### config.mk
export PLATFORM = sky130hd
export DESIGN_NAME = spm_pin_mux
export DESIGN_NICKNAME = d
export VERILOG_FILES = /design/src/hdl/spm_pkg.sv /design/src/hdl/spm_pin_mux.sv
export SDC_FILE = /design/constraint.sdc
export NUM_CORES = 1
export LEC_CHECK = 0
export ABC_AREA = 1
export BUFFER_PORTS_ARGS = -buffer_cell sky130_fd_sc_hd__buf_4
export CORE_UTILIZATION = 35
export DETAILED_ROUTE_END_ITERATION = 12
export HOLD_SLACK_MARGIN = 0.03
export SYNTH_ARGS = -nofsm -noshare
export SYNTH_HDL_FRONTEND = slang
export SYNTH_SLANG_ARGS = --single-unit
export TNS_END_PERCENT = 50
### constraint.sdc
create_clock -name ref_clk -period 2.25 [get_ports ref_clk]
set_input_delay 0.1125 -clock ref_clk [delete_from_list [all_inputs] [get_ports ref_clk]]
set_output_delay 0.1125 -clock ref_clk [all_outputs]
set_load 0.005 [all_outputs]
### src/hdl/spm_pkg.sv
// Constants for the shared pin function multiplexer.
// Assumes one bus clock and a plain byte-wide register port.
package spm_pkg;
    // ------------------------------------------------------------
    // Register map
    // ------------------------------------------------------------
    localparam logic [4:0] SPM_DATA_OFS   = 5'h00;
    localparam logic [4:0] SPM_DIR_OFS    = 5'h01;
    localparam logic [4:0] SPM_PULL_OFS   = 5'h02;
    localparam int         SPM_PORT_SHIFT = 2;
    localparam logic [4:0] SPM_OPTION_OFS = 5'h14;
    localparam int         SPM_RST_EN_BIT = 0;
    localparam int         SPM_DBG_EN_BIT = 1;
    // ------------------------------------------------------------
    // Reset values and port shape
    // ------------------------------------------------------------
    localparam logic [7:0] SPM_PORT_RST   = 8'h00;
    localparam logic [1:0] SPM_OPTION_RST = 2'h3;
    localparam int         SPM_PORTS      = 5;
    localparam logic [2:0] SPM_PORT_D     = 3'h3;
    localparam logic [7:0] SPM_D_MASK     = 8'h7f;
    localparam logic [7:0] SPM_FULL_MASK  = 8'hff;
endpackage

### src/hdl/spm_pin_mux.sv
// Pin sharing between port registers and on-chip peripherals.
// Assumes pins are resolved outside from out, oe_n and the pull controls.
//
// Behaviour
// - Out of reset all 39 shared pins except D0, which the debug function drives when it asks, are undriven inputs, pulls off except the D1 and D0 pullups.
// - Direction bit picks latch or pin for data reads, even peripheral-owned.
// - Owning peripheral, not direction bit, enables the output buffer.
// - Pull enable controls the pull whenever the pin is an input, except D1 and D0 while their functions force a pullup.
// - Port A 7..4 under keypad with rising sensitivity use pulldown.
// - Port D 2 as rising external interrupt uses pulldown.
// - Port A feeds keypad one 7..0; port C 3..0 feeds keypad two.
// - Timer channel one on port B 7, channel zero on port D 6.
// - Port B 1 is async receive, port B 0 async transmit.
// - Port C 7..4 carry slave select, clock, MISO, MOSI.
// - Port D 5 comparator plus, port D 4 comparator minus.
// - Port D 2 interrupt, D 1 reset, D 0 debug mode select.
// - Port D 0 as port pin is output only.
// - Port D 1 as port pin is output only.
// - Port A 0 is input only, still a keypad input.
// - Port B 6..2 and port E only driven by port logic.
// - Reset function active while its option bit set; set by reset.
// - Debug function until its option bit cleared; pullup while active.
`timescale 1ns/10ps
module spm_pin_mux
    import spm_pkg::*;
(
    input  wire logic       ref_clk,
    input  wire logic       resetn,
    input  wire logic [4:0] reg_addr,
    input  wire logic [7:0] reg_wdata,
    input  wire logic       reg_wr,
    input  wire logic       reg_rd,
    output logic      [7:0] reg_rdata,
    input  wire logic [7:0] port_a_pins_in,
    output logic      [7:0] port_a_pins_out,
    output logic      [7:0] port_a_pins_oe_n,
    output logic      [7:0] port_a_pins_pull_up,
    output logic      [7:0] port_a_pins_pull_dn,
    input  wire logic [7:0] port_b_pins_in,
    output logic      [7:0] port_b_pins_out,
    output logic      [7:0] port_b_pins_oe_n,
    output logic      [7:0] port_b_pins_pull_up,
    output logic      [7:0] port_b_pins_pull_dn,
    input  wire logic [7:0] port_c_pins_in,
    output logic      [7:0] port_c_pins_out,
    output logic      [7:0] port_c_pins_oe_n,
    output logic      [7:0] port_c_pins_pull_up,
    output logic      [7:0] port_c_pins_pull_dn,
    input  wire logic [6:0] port_d_pins_in,
    output logic      [6:0] port_d_pins_out,
    output logic      [6:0] port_d_pins_oe_n,
    output logic      [6:0] port_d_pins_pull_up,
    output logic      [6:0] port_d_pins_pull_dn,
    input  wire logic [7:0] port_e_pins_in,
    output logic      [7:0] port_e_pins_out,
    output logic      [7:0] port_e_pins_oe_n,
    output logic      [7:0] port_e_pins_pull_up,
    output logic      [7:0] port_e_pins_pull_dn,
    input  wire logic [7:0] keypad_one_enable,
    input  wire logic [3:0] keypad_one_rising,
    output logic      [7:0] keypad_one_inputs,
    input  wire logic [3:0] keypad_two_enable,
    output logic      [3:0] keypad_two_inputs,
    input  wire logic       timer_channel_one_en,
    input  wire logic       timer_channel_one_oe,
    input  wire logic       timer_channel_one_out,
    output logic            timer_channel_one_in,
    input  wire logic       timer_channel_zero_en,
    input  wire logic       timer_channel_zero_oe,
    input  wire logic       timer_channel_zero_out,
    output logic            timer_channel_zero_in,
    input  wire logic       async_receive_en,
    output logic            async_receive_in,
    input  wire logic       async_transmit_en,
    input  wire logic       async_transmit_out,
    input  wire logic       spi_enable,
    input  wire logic [3:0] spi_pins_oe,
    input  wire logic [3:0] spi_pins_out,
    output logic            spi_slave_select,
    output logic            spi_serial_clock,
    output logic            spi_master_in_line,
    output logic            spi_master_out_line,
    input  wire logic       comparator_enable,
    output logic            comparator_plus_input,
    output logic            comparator_minus_input,
    input  wire logic       ext_irq_enable,
    input  wire logic       ext_irq_rising,
    output logic            ext_irq_input,
    output logic            reset_pin_request,
    input  wire logic       debug_mode_select_oe,
    input  wire logic       debug_mode_select_out,
    output logic            debug_mode_select_pin,
    output logic            reset_pin_enable,
    output logic            debug_pin_enable
);
    // ------------------------------------------------------------
    // Pin synchronisers and flat pin view
    // ------------------------------------------------------------
    logic [39:0]                 pin_raw;
    logic [39:0]                 sync1_q;
    logic [39:0]                 sync2_q;
    logic [SPM_PORTS-1:0][7:0]   data_q;
    logic [SPM_PORTS-1:0][7:0]   dir_q;
    logic [SPM_PORTS-1:0][7:0]   pull_q;
    logic [1:0]                  option_q;
    logic [39:0]                 own;
    logic [39:0]                 p_drv;
    logic [39:0]                 p_val;
    logic [39:0]                 pd_sel;
    logic [39:0]                 force_pu;
    logic [39:0]                 out_only;
    logic [39:0]                 in_only;
    logic [39:0]                 drv;
    logic [39:0]                 val;
    logic [39:0]                 pu;
    logic [39:0]                 pd;
    logic [2:0]                  sel_port;
    logic [4:0]                  sel_field;
    logic [7:0]                  sel_mask;
    logic [7:0]                  rdata_d;

    assign pin_raw = {port_e_pins_in, 1'b0, port_d_pins_in, port_c_pins_in,
                      port_b_pins_in, port_a_pins_in};

    always_ff @(posedge ref_clk or negedge resetn) begin
        if (!resetn) begin
            sync1_q <= 40'h0;
            sync2_q <= 40'h0;
        end else begin
            sync1_q <= pin_raw;
            sync2_q <= sync1_q;
        end
    end

    // ------------------------------------------------------------
    // Register port
    // ------------------------------------------------------------
    assign sel_port  = reg_addr[4:SPM_PORT_SHIFT];
    assign sel_field = {3'h0, reg_addr[1:0]};
    assign sel_mask  = (sel_port == SPM_PORT_D) ? SPM_D_MASK : SPM_FULL_MASK;

    always_ff @(posedge ref_clk or negedge resetn) begin
        if (!resetn) begin
            data_q <= {SPM_PORTS{SPM_PORT_RST}};
            dir_q  <= {SPM_PORTS{SPM_PORT_RST}};
            pull_q <= {SPM_PORTS{SPM_PORT_RST}};
        end else if (reg_wr && sel_port < 3'(SPM_PORTS)) begin
            if (sel_field == SPM_DATA_OFS) begin
                data_q[sel_port] <= reg_wdata & sel_mask;
            end
            if (sel_field == SPM_DIR_OFS) begin
                dir_q[sel_port] <= reg_wdata & sel_mask;
            end
            if (sel_field == SPM_PULL_OFS) begin
                pull_q[sel_port] <= reg_wdata & sel_mask;
            end
        end
    end

    // Both pin functions start enabled after every reset
    always_ff @(posedge ref_clk or negedge resetn) begin
        if (!resetn) begin
            option_q <= SPM_OPTION_RST;
        end else if (reg_wr && reg_addr == SPM_OPTION_OFS) begin
            option_q <= reg_wdata[1:0];
        end
    end

    always_comb begin
        rdata_d = 8'h00;
        if (reg_addr == SPM_OPTION_OFS) begin
            rdata_d = {6'h0, option_q};
        end else if (sel_port < 3'(SPM_PORTS)) begin
            unique case (sel_field)
                SPM_DATA_OFS: rdata_d = sel_mask & ((dir_q[sel_port] & data_q[sel_port])
                                 | (~dir_q[sel_port] & sync2_q[sel_port*8 +: 8]));
                SPM_DIR_OFS:  rdata_d = dir_q[sel_port];
                SPM_PULL_OFS: rdata_d = pull_q[sel_port];
                default:      rdata_d = 8'h00;
            endcase
        end
    end

    always_ff @(posedge ref_clk or negedge resetn) begin
        if (!resetn) begin
            reg_rdata <= 8'h00;
        end else begin
            reg_rdata <= reg_rd ? rdata_d : 8'h00;
        end
    end

    // ------------------------------------------------------------
    // Ownership map
    // ------------------------------------------------------------
    always_comb begin
        own      = 40'h0;
        p_drv    = 40'h0;
        p_val    = 40'h0;
        pd_sel   = 40'h0;
        force_pu = 40'h0;
        out_only = 40'h0;
        in_only  = 40'h0;
        own[7:0]    = keypad_one_enable;
        pd_sel[7:4] = keypad_one_enable[7:4] & keypad_one_rising;
        in_only[0]  = 1'b1;
        own[8]   = async_transmit_en;
        p_drv[8] = async_transmit_en;
        p_val[8] = async_transmit_out;
        own[9]   = async_receive_en;
        own[15]  = timer_channel_one_en;
        p_drv[15] = timer_channel_one_oe;
        p_val[15] = timer_channel_one_out;
        own[19:16]   = keypad_two_enable;
        own[23:20]   = {4{spi_enable}};
        p_drv[23:20] = {4{spi_enable}} & spi_pins_oe;
        p_val[23:20] = spi_pins_out;
        own[24]      = option_q[SPM_DBG_EN_BIT];
        p_drv[24]    = option_q[SPM_DBG_EN_BIT] & debug_mode_select_oe;
        p_val[24]    = debug_mode_select_out;
        force_pu[24] = option_q[SPM_DBG_EN_BIT];
        out_only[24] = ~option_q[SPM_DBG_EN_BIT];
        own[25]      = option_q[SPM_RST_EN_BIT];
        force_pu[25] = option_q[SPM_RST_EN_BIT];
        out_only[25] = ~option_q[SPM_RST_EN_BIT];
        own[26]    = ext_irq_enable;
        pd_sel[26] = ext_irq_enable & ext_irq_rising;
        own[29:28] = {2{comparator_enable}};
        own[30]    = timer_channel_zero_en;
        p_drv[30]  = timer_channel_zero_oe;
        p_val[30]  = timer_channel_zero_out;
        in_only[31] = 1'b1;
    end

    // ------------------------------------------------------------
    // Per-pin buffer and pull control
    // ------------------------------------------------------------
    for (genvar i = 0; i < 40; i++) begin : g_pin
        localparam int P = i / 8;
        localparam int B = i % 8;
        always_comb begin
            if (in_only[i]) begin
                drv[i] = 1'b0;
            end else if (own[i]) begin
                drv[i] = p_drv[i];
            end else begin
                drv[i] = dir_q[P][B] | out_only[i];
            end
            val[i] = own[i] ? p_val[i] : data_q[P][B];
            pu[i]  = ~drv[i] & (force_pu[i] | (pull_q[P][B] & ~pd_sel[i]));
            pd[i]  = ~drv[i] & ~force_pu[i] & pull_q[P][B] & pd_sel[i];
        end
    end

    assign port_a_pins_out     = val[7:0];
    assign port_a_pins_oe_n    = ~drv[7:0];
    assign port_a_pins_pull_up = pu[7:0];
    assign port_a_pins_pull_dn = pd[7:0];
    assign port_b_pins_out     = val[15:8];
    assign port_b_pins_oe_n    = ~drv[15:8];
    assign port_b_pins_pull_up = pu[15:8];
    assign port_b_pins_pull_dn = pd[15:8];
    assign port_c_pins_out     = val[23:16];
    assign port_c_pins_oe_n    = ~drv[23:16];
    assign port_c_pins_pull_up = pu[23:16];
    assign port_c_pins_pull_dn = pd[23:16];
    assign port_d_pins_out     = val[30:24];
    assign port_d_pins_oe_n    = ~drv[30:24];
    assign port_d_pins_pull_up = pu[30:24];
    assign port_d_pins_pull_dn = pd[30:24];
    assign port_e_pins_out     = val[39:32];
    assign port_e_pins_oe_n    = ~drv[39:32];
    assign port_e_pins_pull_up = pu[39:32];
    assign port_e_pins_pull_dn = pd[39:32];

    // ------------------------------------------------------------
    // Peripheral inputs
    // ------------------------------------------------------------
    assign keypad_one_inputs      = sync2_q[7:0];
    assign keypad_two_inputs      = sync2_q[19:16];
    assign async_receive_in       = sync2_q[9];
    assign timer_channel_one_in   = sync2_q[15];
    assign spi_master_out_line    = sync2_q[20];
    assign spi_master_in_line     = sync2_q[21];
    assign spi_serial_clock       = sync2_q[22];
    assign spi_slave_select       = sync2_q[23];
    assign debug_mode_select_pin  = sync2_q[24];
    assign reset_pin_request      = option_q[SPM_RST_EN_BIT] & ~sync2_q[25];
    assign ext_irq_input          = sync2_q[26];
    assign comparator_minus_input = sync2_q[28];
    assign comparator_plus_input  = sync2_q[29];
    assign timer_channel_zero_in  = sync2_q[30];
    assign reset_pin_enable       = option_q[SPM_RST_EN_BIT];
    assign debug_pin_enable       = option_q[SPM_DBG_EN_BIT];

    // ------------------------------------------------------------
    // Assertions
    // ------------------------------------------------------------
    logic started_q;
    always_ff @(posedge ref_clk or negedge resetn) begin
        if (!resetn) begin
            started_q <= 1'b0;
        end else begin
            started_q <= 1'b1;
        end
    end
endmodule

### Word level (Yosys, flattened, before mapping)

Index checks and enable logic that the tools add are counted.

| operators by class | value |
|---|---|
| magnitude comparators | 3 |
| equality and inequality tests | 4 |
| shifts and indexed selects | 1 |
| multiplexer cells | 65 |
| bitwise operators | 119 |
| reductions and logical operators | 7 |

Operators with widths:

| kind | count |
|---|---|
| $bwmux W40 | 3 |
| $bmux W8 S3 | 3 |
| $mux W8 | 8 |
| $and A1 B1 Y1 | 56 |
| $mux W1 | 49 |
| $not A1 Y1 | 46 |
| $not A8 Y8 | 5 |
| $shiftx A40 B7 Y8 | 1 |
| $and A8 B8 Y8 | 4 |
| $demux W8 S3 | 1 |
| $pmux W8 S3 | 1 |
| $and A4 B4 Y4 | 2 |
| $or A8 B8 Y8 | 1 |
| $not A7 Y7 | 1 |
| $reduce_and A2 Y1 | 3 |
| $eq A5 B5 Y1 const B | 1 |
| $logic_not A5 Y1 | 1 |
| $lt A3 B4 Y1 const B | 1 |
| $or A1 B1 Y1 | 4 |
| $eq A3 B2 Y1 const B | 1 |
| $ge A3 B1 Y1 const B | 1 |
| $logic_and A1 B1 Y1 | 3 |
| $lt A3 B3 Y1 const B | 1 |
| $eq A2 B1 Y1 const B | 1 |
| $eq A2 B2 Y1 const B | 1 |

| word-level totals | value |
|---|---|
| register bits after elaboration | 208 |
| output and inout port bits | 190 |
| word-level logic and storage cells | 218 |

### Logic depth before layout (Yosys ltp)

| depth | value |
|---|---|
| depth in word-level cells | 10 |
| mapped depth | 13 |
| gate-level depth less buffers | 11 |

### Worst setup path after synthesis

No wires, ideal clock.

| timing path | value |
|---|---|
| path kind | input-to-reg |
| start point | input port reg_addr[3] |
| end point | register dir_q[36] (netlist name) |
| library setup time | 0.134 ns |
| arrival time | 1.141 ns |
| required time | 2.116 ns |
| setup slack | 0.975 ns |
| cell stages on the path | 7 |
| cells stage by stage | buf_2 -> nor2_2 -> o21ai_2 -> nor2_4 -> nand2_1 -> clkbuf_1 -> o21ai_0 |

| between the ends | value |
|---|---|
| word-level cells in the longest chain between the ends | 5 |

RTL lines:

| item | line | source |
|---|---|---|
| start: declaration | spm_pin_mux.sv:29 | `input wire logic [4:0] reg_addr,` |
| $lt A3 B4 Y1 (not written as such) or $ge A3 B1 Y1 (tied branches) | spm_pin_mux.sv:152 | `dir_q[sel_port] <= reg_wdata & sel_mask;` |
| $logic_and A1 B1 Y1 (not written as such) | spm_pin_mux.sv:152 |  |
| $mux W8 (not written as such) | spm_pin_mux.sv:152 |  |
| $demux W8 S3 | spm_pin_mux.sv:152 |  |
| $bwmux W40 | spm_pin_mux.sv:152 |  |
| end signal: assignment | spm_pin_mux.sv:145 | `dir_q <= {SPM_PORTS{SPM_PORT_RST}};` |
| end signal: indexed assignment | spm_pin_mux.sv:152 |  |
| end: declaration | spm_pin_mux.sv:103 | `logic [SPM_PORTS-1:0][7:0] dir_q;` |

Several ways; a longest one is shown, not always the timed one.
A chain may end at the register's enable or synchronous reset.

### Worst setup path in the final report

| timing path | value |
|---|---|
| start point | input port reg_addr[4] |
| end point | register reg_rdata[0] |

| between the ends | value |
|---|---|
| word-level cells in the longest chain between the ends | 10 |

RTL lines:

| item | line | source |
|---|---|---|
| parallel branches: the longest is 8 deep, another holds $shiftx A40 B7 Y8 | n/a |  |
| $mux W8 (*) | spm_pin_mux.sv:171 | `if (reg_addr == SPM_OPTION_OFS) begin` |
| $mux W8 (*) | spm_pin_mux.sv:188 | `reg_rdata <= reg_rd ? rdata_d : 8'h00;` |
| end signal: assignment | spm_pin_mux.sv:188 |  |
| end: declaration | spm_pin_mux.sv:33 | `output logic [7:0] reg_rdata,` |

Mark *: on every way between the ends. The select of a mux whose other input is x is not followed.

==> results.cfg <==
[run_status]
status = finished clean

[finish]
nNetsFinal = 1528
syn2layout_area_growth_pct = 28.75
drive_above_1_share = 0.2217
n_fill_cell = 2799
antennaDiodeCount = 0
multiInputGateArea_um2 = 3457
finalInstanceArea_um2 = 12850
regArea_um2 = 5182

[critical_path]
reg2regPathDepth = 11
path_max_fanout = 16
required_ns = 2.64
reg2reg_to = reg_rdata[0]
r2r-start = dir_q[8]
cp-start-kind = primary input
worstSetupEndpointType = flip-flop
path_class = in2reg
ff2ff_setup_slack_ns = 0.40
cp.arrival_ns = 2.35

[timing]
report.final.slew_viol_count = 0
relSlewSlack = 0.5474
setup_viol = 0
skew_ns = 0.01055
tightestPinTransition_ns = 0.6772
hold_viol_final = 0
period_share = 0.8684
fmax_mhz = 511.8
rsz0062_at_grt = no
period_minus_slack_ns = 1.954
fin_setup_tns_ns = 0

[clock_tree]
clockBufferDepth = 3
cts_buffers = 23
cts-root-buf = clkbuf_16
cts_tree = built
cts_resized = 0
cts_setup_buffers = 0
clk_latency_ns = 0.52
cts_hold_buf = 46
clkTransAtPathRegs_ns = 0.06
cts-htree-levels = 1
clkSinkCount = 207

[routing]
antenna_left = 0
vias = 8903
drtIter0Drc = 827
routed_via_density = 4.876
wl_per_cell_um = 18.29
wl_um = 33390
firstDrtPassIters = 4
drc = 0

[placement]
gp_congestion = 0.9116
dp_hpwl_um = 24470
io_buffer_count = 249
placed_area_um2 = 11630

[power_and_ir_drop]
clockPowerShare = 0.377
power_density_nw_per_um2 = 794.7
p_sw_mw = 2.873
ir_worst_vdd_v = 0.0003467
combPwrFrac = 0.175
switching_share = 0.2812
p_int_mw = 7.343
p_seq_frac = 0.448
power_leakage_nw = 6.452

[yosys]
synthCells = 1218
yosys_warnings = 0
synth.top_cell.area_share = 0.5138
synth_cell_type_count = 31
yosysMostFrequentCell = nand2_1
ys_seq_elements = 207
avgSynthCellArea_um2 = 8.198
ys_seq_area_frac = 0.5190
yosys.area.top_type = dfrtp_1
synth_ff_type = dfrtp_1
yosys-top-cells-area = dfrtp_1, nand2_1, buf_4
synth_area_um2 = 9985
synthArstFlopShare = 1.000
synth_edf_count = 0
synthTopCellsByCount = nand2_1, dfrtp_1, o21ai_0

[floorplanning]
die_h_um = 170.9
start_util = 0.3574
pin_count = 285
coreArea_um2 = 27930
rows = 61
dieArea_um2 = 29210
die_w_um = 170.9

[global_route]
antenna_found_initial = 0
grt_start_max_net_pins = 73
grtUsageTotal = 0.2268
grt_pass1_wl_um = 50000
grt.overflow.total = 0
grt_pass1_vias = 8245

[run]
maxCapViolCount = 0

[min_path]
hold_end = reg_rdata[6]
holdPathStages = 5
hp-start = reg_addr[0]
min_path_type = in2reg
==> stage by stage <==
stage	utilization	hold slack, ns	setup slack [ns]	std cells	power, mW
3_3_place_gp	0.4163	0.1716	0.2561	1740	6.315
3_5_place_dp	0.4163	0.1840	0.2331	1740	6.350
5_1_grt	0.4602	0.07955	0.1124	1826	10.68
6_report	0.4602	0.07262	0.2960	1826	10.22
2_1_floorplan	-	-0.1831	0.9750	1251	5.466
4_1_cts	0.4602	0.05568	0.3371	1826	10.28
==> flip-flops by register name, summed over array words and instances (netlist names) <==
name                 cells
option_q                 2
port_e_pins_out          8
port_d_pins_out          1
pu                       1
data_q                  25
reg_rdata                8
dir_q                   40
pull_q                  38
port_a_pins_pull_up      1
sync1_q                 39
port_b_pins_out          5
sync2_q                 39
==> worst max path at each step <==
| stage | startpoint | slack, ns | endpoint | depth (start not counted) |
|---|---|---|---|---|
| after global placement | reg_addr[4] | 0.26 | data_q[30] | 6 |
| after global routing | reg_addr[4] | 0.11 | reg_rdata[0] | 13 |
| after floorplan | reg_addr[3] | 0.98 | dir_q[36] | 7 |
| after detailed placement | reg_addr[4] | 0.23 | data_q[30] | 6 |
| final | reg_addr[4] | 0.30 | reg_rdata[0] | 13 |
| after CTS | reg_addr[4] | 0.34 | reg_rdata[0] | 13 |
==> cell type report <==
class                   instances  area share
inverters                     120     0.03504
repair buffers                317      0.1965
multi-input cells             764      0.2689
clock inverters                 6    0.008468
well taps                     378     0.03679
clock buffers                  34     0.05110
flip-flops and latches        207      0.4032
==> logic make-up (layout without fill, tap and decap cells) <==
group | Yosys count | in the layout | synth area share
other | 2 | 35 | 0.0007522
AOI/OAI and AO/OA | 163 | 163 | 0.08459
and+or+nand+nor | 563 | 563 | 0.2447
DFF | 207 | 207 | 0.5190
buffers and inverters | 280 | 477 | 0.1479
muxes | 3 | 3 | 0.003008
==> cell usage in the layout (no fill, tap or decap), types with 4 or more instances in the layout <==
master,instances
conb_1,35
nor2_1,98
dlygate4sd3_1,46
a21oi_1,11
and2_1,4
nand4_1,44
nand3_1,110
nand2_1,289
o21ai_1,21
inv_1,115
and3_1,5
dfrtp_1,205
a21boi_0,7
o21ai_0,120
buf_4,268
clkbuf_1,7
clkbuf_8,5
clkbuf_16,23
==> power by group through the flow <==
| stage | Clock (mW) | Combinational [mW] | Sequential (mW) |
|---|---|---|---|
| detailed placement | 0 | 1.73 | 4.62 |
| global placement | 0 | 1.69 | 4.62 |
| global route | 4.06 | 2.00 | 4.62 |
| finish | 3.85 | 1.79 | 4.58 |
| CTS | 3.92 | 1.80 | 4.56 |
| floorplan | 0 | 1.04 | 4.43 |
==> routing by layer <==
metal	track usage	vias to the layer above	share of wire	routed length, µm
li1	-	4193	-	-
met1	0.3314	4250	0.45	14900
met2	0.3452	421	0.45	15010
met3	0.04210	39	0.087	2907
met4	0.05629	0	0.017	569
met5	0	-	0	0
==> worst max-delay path, stage by stage <==
cell and delay (ns):
buf_4 0.25, inv_2 0.16, nand3_1 0.21, clkinv_1 0.37, nand2_1 0.17, nand2_1 0.08, nor2_1 0.11, nor2_1 0.05
nor2_1 0.08, nand2_1 0.06, nand2_1 0.07, nand2_1 0.05, dlygate4sd3_1 0.55
Power figures use the tool's default switching activity.
